`config.mk`:
```
export PLATFORM = sky130hd
export DESIGN_NAME = srw_top
export DESIGN_NICKNAME = d
export VERILOG_FILES = /design/src/srw_pkg.sv /design/src/srw_sync.sv /design/src/srw_top.sv
export SDC_FILE = /design/constraint.sdc
export NUM_CORES = 1
export LEC_CHECK = 0
export BUFFER_PORTS_ARGS = -buffer_cell sky130_fd_sc_hd__buf_2
export CAP_MARGIN = 10
export CORE_MARGIN = 5
export CORE_UTILIZATION = 60
export DETAILED_ROUTE_END_ITERATION = 8
export MAX_ROUTING_LAYER = met4
export PLACE_DENSITY = 0.79
export RECOVER_POWER = 50
export SYNTH_ARGS = -nofsm -noshare
export SYNTH_HDL_FRONTEND = slang
export SYNTH_HIERARCHICAL = 1
export SYNTH_SLANG_ARGS = --single-unit
```
`constraint.sdc`:
```
create_clock -name mclk -period 3.9 [get_ports mclk]
set_input_delay 0.78 -clock mclk [delete_from_list [all_inputs] [get_ports mclk]]
set_output_delay 0.78 -clock mclk [all_outputs]
set_load 0.1 [all_outputs]
```
`src/srw_pkg.sv`:
```
/*
 * Shared constants for the supervisor reset and watchdog block: timebase rate,
 * timeout and pulse lengths in timebase ticks, and synchroniser depth.
 * Assumes a single 50 MHz system clock feeds every consumer of this package.
 */
package srw_pkg;
   localparam int unsigned MCLK_HZ = 50000000;
   // Nominal internal oscillator rate; internal-mode timeouts are counted in its ticks.
   localparam int unsigned TB_HZ = 6550;
   localparam int unsigned TB_DIV_CYCLES = MCLK_HZ / TB_HZ;
   localparam int unsigned TB_DIV_W = 13;
   // Times in their own units.
   localparam int unsigned RST_SHORT_MS = 50;
   localparam int unsigned RST_LONG_MS = 200;
   localparam int unsigned WD_SLOW_MS = 1600;
   localparam int unsigned WD_FAST_MS = 100;
   // Tick counts; table figures for the external clock path.
   localparam int unsigned RST_SHORT_TICKS = RST_SHORT_MS * TB_HZ / 1000;
   localparam int unsigned RST_LONG_TICKS = RST_LONG_MS * TB_HZ / 1000;
   localparam int unsigned WD_SLOW_TICKS = WD_SLOW_MS * TB_HZ / 1000;
   localparam int unsigned WD_FAST_TICKS = WD_FAST_MS * TB_HZ / 1000;
   localparam int unsigned EXT_WD_NORM_CLKS = 1024;
   localparam int unsigned EXT_WD_AFTER_CLKS = 4096;
   localparam int unsigned EXT_RST_SHORT_CLKS = 512;
   localparam int unsigned EXT_RST_LONG_CLKS = 2048;
   localparam int unsigned CNT_W = 16;
   localparam logic [CNT_W-1:0] CNT_ZERO = 16'h0000;
   localparam logic [CNT_W-1:0] CNT_ONE = 16'h0001;
   localparam int unsigned SYNC_STAGES = 3;
endpackage : srw_pkg

```
`src/srw_sync.sv`:
```
/*
 * Three-stage input synchroniser with agreement filter.
 * Assumes the input is asynchronous to mclk; the output changes only when
 * the second and third stages agree, so the first stage feeds nothing else.
 */
`timescale 1ns/1ps
module srw_sync
   import srw_pkg::*;
(
   // Clock and reset
   input wire logic mclk,
   input wire logic rst_n,
   input wire logic reset_value,
   // Data
   input wire logic async_in,
   output logic sync_out
);
   logic [SYNC_STAGES-1:0] stage_q;

   always_ff @(posedge mclk)
   begin
      if (!rst_n)
      begin
         stage_q <= {SYNC_STAGES{reset_value}};
      end
      else
      begin
         stage_q <= {stage_q[SYNC_STAGES-2:0], async_in};
      end
   end

   always_ff @(posedge mclk)
   begin
      if (!rst_n)
      begin
         sync_out <= reset_value;
      end
      else if (stage_q[1] == stage_q[2])
      begin
         sync_out <= stage_q[2];
      end
   end

endmodule : srw_sync

```
`src/srw_top.sv`:
```
/*
 * Supervisor reset and watchdog: stretched reset from supply-low, watchdog
 * with longer post-reset timeout, latched fault output, memory chip-select
 * gating and power-fail warning. Analog comparators sit outside and arrive
 * as digital levels; pins from outside pass a three-stage synchroniser and agreement filter.
 */
// Contract
// - Reset low while supply low, then held a further 50 or 200 ms.
// - With watchdog enabled, reset when kick stays constant beyond the timeout.
// - Watchdog timeout gives a reset pulse of configured width, not a level.
// - Longer timeout after any reset until first kick transition after release.
// - Watchdog counter restarts whenever a reset ends.
// - A kick that never changes yields periodic reset pulses, about 1.6 s apart.
// - Floating kick input disables watchdog resets and fault indication.
// - Timeout drives fault output low until next kick transition.
// - Supply below threshold forces fault output high, overriding latched fault.
// - Fixed-timing variant uses 1.6 s timeout and 50 ms reset width; the long-reset strap still selects 200 ms here.
// - Floating source select uses internal oscillator; input picks 1.6 s or 100 ms.
// - Internal oscillator always uses 1.6 s timeout right after reset.
// - Internal oscillator with input low switches to 100 ms after first kick.
// - Chip select passes through unchanged while supply is valid and backup mode is off.
// - Chip select output forced high while supply is below threshold.
// - Chip select output forced high in backup mode.
// - Power-fail warning low while sense input is below reference.
// - Backup mode holds power-fail warning low, ignoring sense input.
// - Active-high reset output is always the inverse of active-low reset.
// - Supply-low flag output low while supply is low, no added delay.
// - Internal timebase runs at nominal 6.55 kHz; periods count its ticks unless the external timebase pin is selected.
`timescale 1ns/1ps
module srw_top
   import srw_pkg::*;
(
   // Clock and reset
   input wire logic mclk,
   input wire logic rst_n,
   // Analog front end conditions
   input wire logic supply_low,
   input wire logic backup_mode,
   input wire logic powerfail_sense_in,
   input wire logic kick_floating,
   input wire logic timebase_source_floating,
   // Timebase pins
   input wire logic timebase_source_select,
   input wire logic timebase_input,
   // Variant straps
   input wire logic strap_fixed_timing,
   input wire logic strap_long_reset,
   // Processor side
   input wire logic watchdog_kick_in,
   output logic reset_out_n,
   output logic reset_out,
   output logic watchdog_fault_out_n,
   output logic powerfail_warn_out_n,
   output logic supply_low_flag_n,
   output logic backup_active_flag,
   // Memory chip select
   input wire logic mem_cs_in_n,
   output logic mem_cs_out_n
);
   // HOLD covers power-up and supply-low reset; PULSE is a watchdog reset.
   typedef enum logic [2:0]
   {
      SRW_HOLD = 3'h1,
      SRW_PULSE = 3'h2,
      SRW_RUN = 3'h4
   } srw_state_t;

   srw_state_t state_q;
   logic kick_s, tbin_s, tbsel_s, pfs_s, cs_s;
   logic kick_prev_q;
   logic kick_edge;
   logic tbin_prev_q;
   logic ext_tick;
   logic [TB_DIV_W-1:0] div_q;
   logic int_tick;
   logic tick;
   logic use_internal;
   logic after_reset_q;
   logic [CNT_W-1:0] rst_cnt_q;
   logic [CNT_W-1:0] wd_cnt_q;
   logic [CNT_W-1:0] rst_len;
   logic [CNT_W-1:0] wd_len;
   logic wd_enabled;
   logic wd_expire;
   logic fault_q;

   // Pin inputs from outside the mclk domain.
   // Idle-high pins reset high, so no false select or warning follows reset.
   srw_sync u_sync_kick (.mclk(mclk), .rst_n(rst_n), .reset_value(1'b0),
      .async_in(watchdog_kick_in), .sync_out(kick_s));
   srw_sync u_sync_tbin (.mclk(mclk), .rst_n(rst_n), .reset_value(1'b0),
      .async_in(timebase_input), .sync_out(tbin_s));
   srw_sync u_sync_tbsel (.mclk(mclk), .rst_n(rst_n), .reset_value(1'b0),
      .async_in(timebase_source_select), .sync_out(tbsel_s));
   srw_sync u_sync_pfs (.mclk(mclk), .rst_n(rst_n), .reset_value(1'b1),
      .async_in(powerfail_sense_in), .sync_out(pfs_s));
   srw_sync u_sync_cs (.mclk(mclk), .rst_n(rst_n), .reset_value(1'b1),
      .async_in(mem_cs_in_n), .sync_out(cs_s));

   // Floating source select or a high level keeps the internal oscillator.
   assign use_internal = strap_fixed_timing | timebase_source_floating | tbsel_s;

   // Internal timebase divider, one-cycle tick enable.
   always_ff @(posedge mclk)
   begin
      if (!rst_n)
      begin
         div_q <= '0;
      end
      else if (div_q == TB_DIV_W'(TB_DIV_CYCLES - 1))
      begin
         div_q <= '0;
      end
      else
      begin
         div_q <= div_q + 1'b1;
      end
   end
   assign int_tick = (div_q == TB_DIV_W'(TB_DIV_CYCLES - 1));

   // External clock on the timebase pin counts rising edges.
   always_ff @(posedge mclk)
   begin
      if (!rst_n)
      begin
         tbin_prev_q <= 1'b0;
      end
      else
      begin
         tbin_prev_q <= tbin_s;
      end
   end
   assign ext_tick = tbin_s & ~tbin_prev_q;
   assign tick = use_internal ? int_tick : ext_tick;

   // Kick transitions are seen on mclk so none is missed between ticks.
   // A floating pin can show any level, so its edges are masked.
   always_ff @(posedge mclk)
   begin
      if (!rst_n)
      begin
         kick_prev_q <= 1'b0;
      end
      else
      begin
         kick_prev_q <= kick_s;
      end
   end
   assign kick_edge = (kick_s != kick_prev_q) & ~kick_floating;

   assign wd_enabled = ~kick_floating;

   // Timing selection from straps and timebase pins.
   // After any reset the internal mode keeps the slow period whatever the pin shows.
   always_comb
   begin
      if (!use_internal)
      begin
         rst_len = strap_long_reset ? CNT_W'(EXT_RST_LONG_CLKS) : CNT_W'(EXT_RST_SHORT_CLKS);
         wd_len = after_reset_q ? CNT_W'(EXT_WD_AFTER_CLKS) : CNT_W'(EXT_WD_NORM_CLKS);
      end
      else
      begin
         rst_len = strap_long_reset ? CNT_W'(RST_LONG_TICKS) : CNT_W'(RST_SHORT_TICKS);
         if (after_reset_q || strap_fixed_timing || tbin_s)
         begin
            wd_len = CNT_W'(WD_SLOW_TICKS);
         end
         else
         begin
            wd_len = CNT_W'(WD_FAST_TICKS);
         end
      end
   end

   // Expiry falls on the last tick of the period; a kick in that same cycle wins.
   // The pulse width that follows obeys the long-reset strap in every variant.
   assign wd_expire = (state_q == SRW_RUN) & wd_enabled & tick & (wd_cnt_q >= wd_len - CNT_ONE)
      & ~kick_edge;

   // Reset sequencer.
   always_ff @(posedge mclk)
   begin
      if (!rst_n)
      begin
         state_q <= SRW_HOLD;
      end
      else if (supply_low)
      begin
         state_q <= SRW_HOLD;
      end
      else
      begin
         unique case (state_q)
            SRW_HOLD, SRW_PULSE:
            begin
               if (tick && rst_cnt_q >= rst_len - CNT_ONE)
               begin
                  state_q <= SRW_RUN;
               end
            end
            SRW_RUN:
            begin
               if (wd_expire)
               begin
                  state_q <= SRW_PULSE;
               end
            end
         endcase
      end
   end

   // Reset width counter runs during hold and pulse, cleared while supply is low.
   // Greater-or-equal compares recover if a strap shortens the width mid-count.
   always_ff @(posedge mclk)
   begin
      if (!rst_n || supply_low || state_q == SRW_RUN)
      begin
         rst_cnt_q <= CNT_ZERO;
      end
      else if (tick)
      begin
         rst_cnt_q <= rst_cnt_q + CNT_ONE;
      end
   end

   // Watchdog counter restarts at the end of every reset and on each kick.
   always_ff @(posedge mclk)
   begin
      if (!rst_n || state_q != SRW_RUN || kick_edge || !wd_enabled)
      begin
         wd_cnt_q <= CNT_ZERO;
      end
      else if (wd_expire)
      begin
         wd_cnt_q <= CNT_ZERO;
      end
      else if (tick)
      begin
         wd_cnt_q <= wd_cnt_q + CNT_ONE;
      end
   end

   // Long timeout applies from any reset until the first kick after release.
   // Software often cannot kick at once after reset, hence the long period.
   always_ff @(posedge mclk)
   begin
      if (!rst_n || state_q != SRW_RUN)
      begin
         after_reset_q <= 1'b1;
      end
      else if (kick_edge)
      begin
         after_reset_q <= 1'b0;
      end
   end

   // Fault latch; supply-low clearing wins over a simultaneous timeout.
   always_ff @(posedge mclk)
   begin
      if (!rst_n || supply_low || !wd_enabled)
      begin
         fault_q <= 1'b0;
      end
      else if (wd_expire)
      begin
         fault_q <= 1'b1;
      end
      else if (kick_edge)
      begin
         fault_q <= 1'b0;
      end
   end

   // Registered outputs.
   // Pins come from flops so that no decode glitch reaches the processor.
   always_ff @(posedge mclk)
   begin
      if (!rst_n)
      begin
         reset_out_n <= 1'b0;
         reset_out <= 1'b1;
         watchdog_fault_out_n <= 1'b1;
         powerfail_warn_out_n <= 1'b0;
         supply_low_flag_n <= 1'b0;
         backup_active_flag <= 1'b0;
         mem_cs_out_n <= 1'b1;
      end
      else
      begin
         reset_out_n <= ~supply_low & (state_q == SRW_RUN) & ~wd_expire;
         reset_out <= supply_low | (state_q != SRW_RUN) | wd_expire;
         watchdog_fault_out_n <= ~(fault_q | wd_expire) | supply_low;
         powerfail_warn_out_n <= ~backup_mode & pfs_s;
         supply_low_flag_n <= ~supply_low;
         backup_active_flag <= backup_mode;
         mem_cs_out_n <= cs_s | supply_low | backup_mode;
      end
   end
endmodule : srw_top

```
==> results.ini <==
[finish]
final_cell_mix=nand2_1, dfxtp_1, nor2_1, xor2_1, ha_1
post-route-util=0.6884
antenna_cells=0
final_common_cell=nand2_1
nFillCells=474
area_delta_synth_final_pct=10.30
seq_area_mm2=0.001632
final_nets=486
multi_input_comb_area_mm2=0.002011
drive_gt1_frac=0.1079

[placement]
port_buffers=19
dpl.hpwl_um=4801
gp_congestion=0.8187

[timing]
finClkSkew_ns=0.008788
rsz0062_at_grt=false
hold_viol_final=0
slew_viol_final=0
setup_viol=0
min_period_ns=2.909
fmax_ghz=0.3437
period_share=0.7460
whs_ns=0.4332
worst_slew_pin_slew_ns=1.368
tns_ns=0
max_slew_margin=0.08825

[setup_path]
worstPathCellList=buf_2 > nor3_2 > buf_4 > inv_2 > nand2_1 > ha_1 > nand2b_1 > a2111oi_0 > nor3_1 > o311a_1 > or3b_1 > a211oi_2
crit_slowest_cell=a2111oi_0
path_max_fanout=8
crit_buf_inv=3
r2r_cells=11
timing.rr.start=u_sync_tbsel/sync_out
cp_top_family=compound AO/OA/AOI/OAI gates
critical_path_class=input port to flip-flop
max_stage_delay_ns=0.40
cp.arrival_ns=3.18
crit_cells=12
critPathRequiredTime_ns=4.17
r2r_setup_slack_ns=1.12
critPathLaunchType=input port
endpoint_kind=flip-flop
crit_end=state_q[1]
r2r-end=state_q[1]
critPathLaunch=timebase_source_floating

[job]
cap_violations=0

[synth]
syn_avg_cell_area_um2=8.893
synthArstFlopShare=0
ys_warn_count=6
yosysSeqAreaShare=0.4389
yosys.cell_types.count=46
netlist_area_mm2=0.003717
synthCells=418
synth_ff_type=dfxtp_1
synth-edff-count=5
ys_seq_elements=79

[route]
drtIter0Drc=102
dr.pass1.iters=4
wire_per_inst_um=12.61
wl_met3_um=177
vias=2838
wl_met2_um=3161
top_layer_used=met4
vias_per_cell=5.365
met1Wirelength_um=3191
drt-total-wl_um=6671
remaining_drc_errors=0
drtAntennaViolNets=0

[global_route]
track_usage=0.1943
antenna_found_initial=0
grt_pass1_wl_um=11630
grt_max_degree=40
overflow=0
first_global_vias=2714

[power_and_ir_drop]
p_int_uw=1158
combPwrFrac=0.069
switchingPower_uw=407.4
power_frac_clock=0.381
powerDensity_mw_per_mm2=381.8
ir_drop_uv=262.2
swShare=0.2602
seq_power_share=0.549
p_leak_uw=0.001741

[clocking]
clkTransAtPathRegs_ns=0.09
clock_path_buffers=2
htreeDepth=3
postCtsSetupRepairBufs=0
cts_tree=built
cts-root-buf=clkbuf_8
cts_resized=0
cts_buffers=9
clk_latency_ns=0.35
cts_hold_buf=0
cts.sinks=79

[worst_hold_path]
worstHoldPathType=flip-flop to flip-flop

[die]
start_util=0.6242
dieWidth_um=88.71
io_pins=20
rows=28
coreArea_mm2=0.005956
dieArea_mm2=0.007869
die_h_um=88.71

[outcome]
outcome=completed

-- kinds of logic after synthesis --
kind of cell               Yosys count  share of synthesized area
DFF                                 79                     0.4389
xor gates and xnor gates            40                    0.09425
other                                2                   0.002020
buffers and inverters               21                    0.02120
adders and majority gates           24                    0.08078
and+or+nand+nor                    218                     0.2999
AOI/OAI and AO/OA                   34                    0.06294
-- power groups by stage --
stage | registers [uW] | logic [uW] | clock network, uW
4_1_cts | 860 | 110 | 607
2_1_floorplan | 890 | 66.0 | 0
3_5_place_dp | 879 | 109 | 0
3_3_place_gp | 878 | 105 | 0
5_1_grt | 863 | 124 | 651
6_report | 860 | 108 | 597
-- final cells by class --
cell class,count,share of cell area
clock buffers,10,0.03631
clock inverters,6,0.01190
inverters,14,0.01282
multi-input cells,323,0.4904
flip-flops and latches,79,0.3979
well taps,75,0.02289
repair buffers,22,0.02777
-- flip-flops by register name, indices dropped and copies added (netlist names), 3 cells and up --
| signal | count |
|---|---|
| div_q | 13 |
| rst_cnt_q | 16 |
| state_q | 3 |
| u_sync_cs/stage_q | 3 |
| u_sync_kick/stage_q | 3 |
| u_sync_pfs/stage_q | 3 |
| u_sync_tbin/stage_q | 3 |
| u_sync_tbsel/stage_q | 3 |
| wd_cnt_q | 16 |
-- synthesized netlist by cell type (all sizes together), types with 3 or more instances --
master	n	share of area
xnor2	9	0.021
nand2b	11	0.029
inv	13	0.013
nor2	46	0.046
ha	24	0.081
edfxtp	5	0.040
nand3	20	0.028
or3	8	0.013
and4	7	0.016
nor3	10	0.015
clkbuf	6	0.0061
dfxtp	74	0.40
nand4	13	0.022
a2111oi	3	0.012
a21oi	11	0.015
o21ai	10	0.013
nand2	76	0.077
and3	7	0.012
nor2b	3	0.0050
and2	6	0.010
xor2	31	0.073
-- worst min-delay path by stage --
stage / slack, ns / start / depth (start not counted) / to
after global placement: 0.41 / u_sync_pfs/stage_q[0] / 2 / u_sync_pfs/stage_q[1]
after detailed placement: 0.41 / u_sync_cs/sync_out / 1 / mem_cs_out_n
final: 0.43 / u_sync_cs/sync_out / 1 / mem_cs_out_n
after CTS: 0.43 / u_sync_cs/sync_out / 1 / mem_cs_out_n
after floorplan: 0.40 / u_sync_cs/stage_q[0] / 2 / u_sync_cs/stage_q[1]
after global routing: 0.45 / u_sync_cs/sync_out / 1 / mem_cs_out_n
-- metal layers --
layer	global-route usage	up-vias
li1	-	1494
met2	0.3050	27
met5	-	-
met3	0.04376	12
met4	0.09615	0
met1	0.2340	1305
-- worst register-to-register path: stages, from the launching register on --
cell	delay [ns]
edfxtp_1	0.44
nor3_2	0.13
buf_4	0.18
inv_2	0.07
nand2_1	0.10
ha_1	0.23
nand2b_1	0.14
a2111oi_0	0.40
nor3_1	0.12
o311a_1	0.33
or3b_1	0.38
a211oi_2	0.19
-- through the flow --
step	total power [uW]	setup WS [ns]	instances	instance area, um^2
floorplan	955.5	0.8370	423	3736
global placement	982.8	0.7744	513	3921
detailed placement	988.4	0.6774	513	3921
CTS	1578	1.038	529	4119
global route	1638	0.7108	529	4100
finish	1566	0.9905	529	4100
Power figures use the tool's default switching activity.
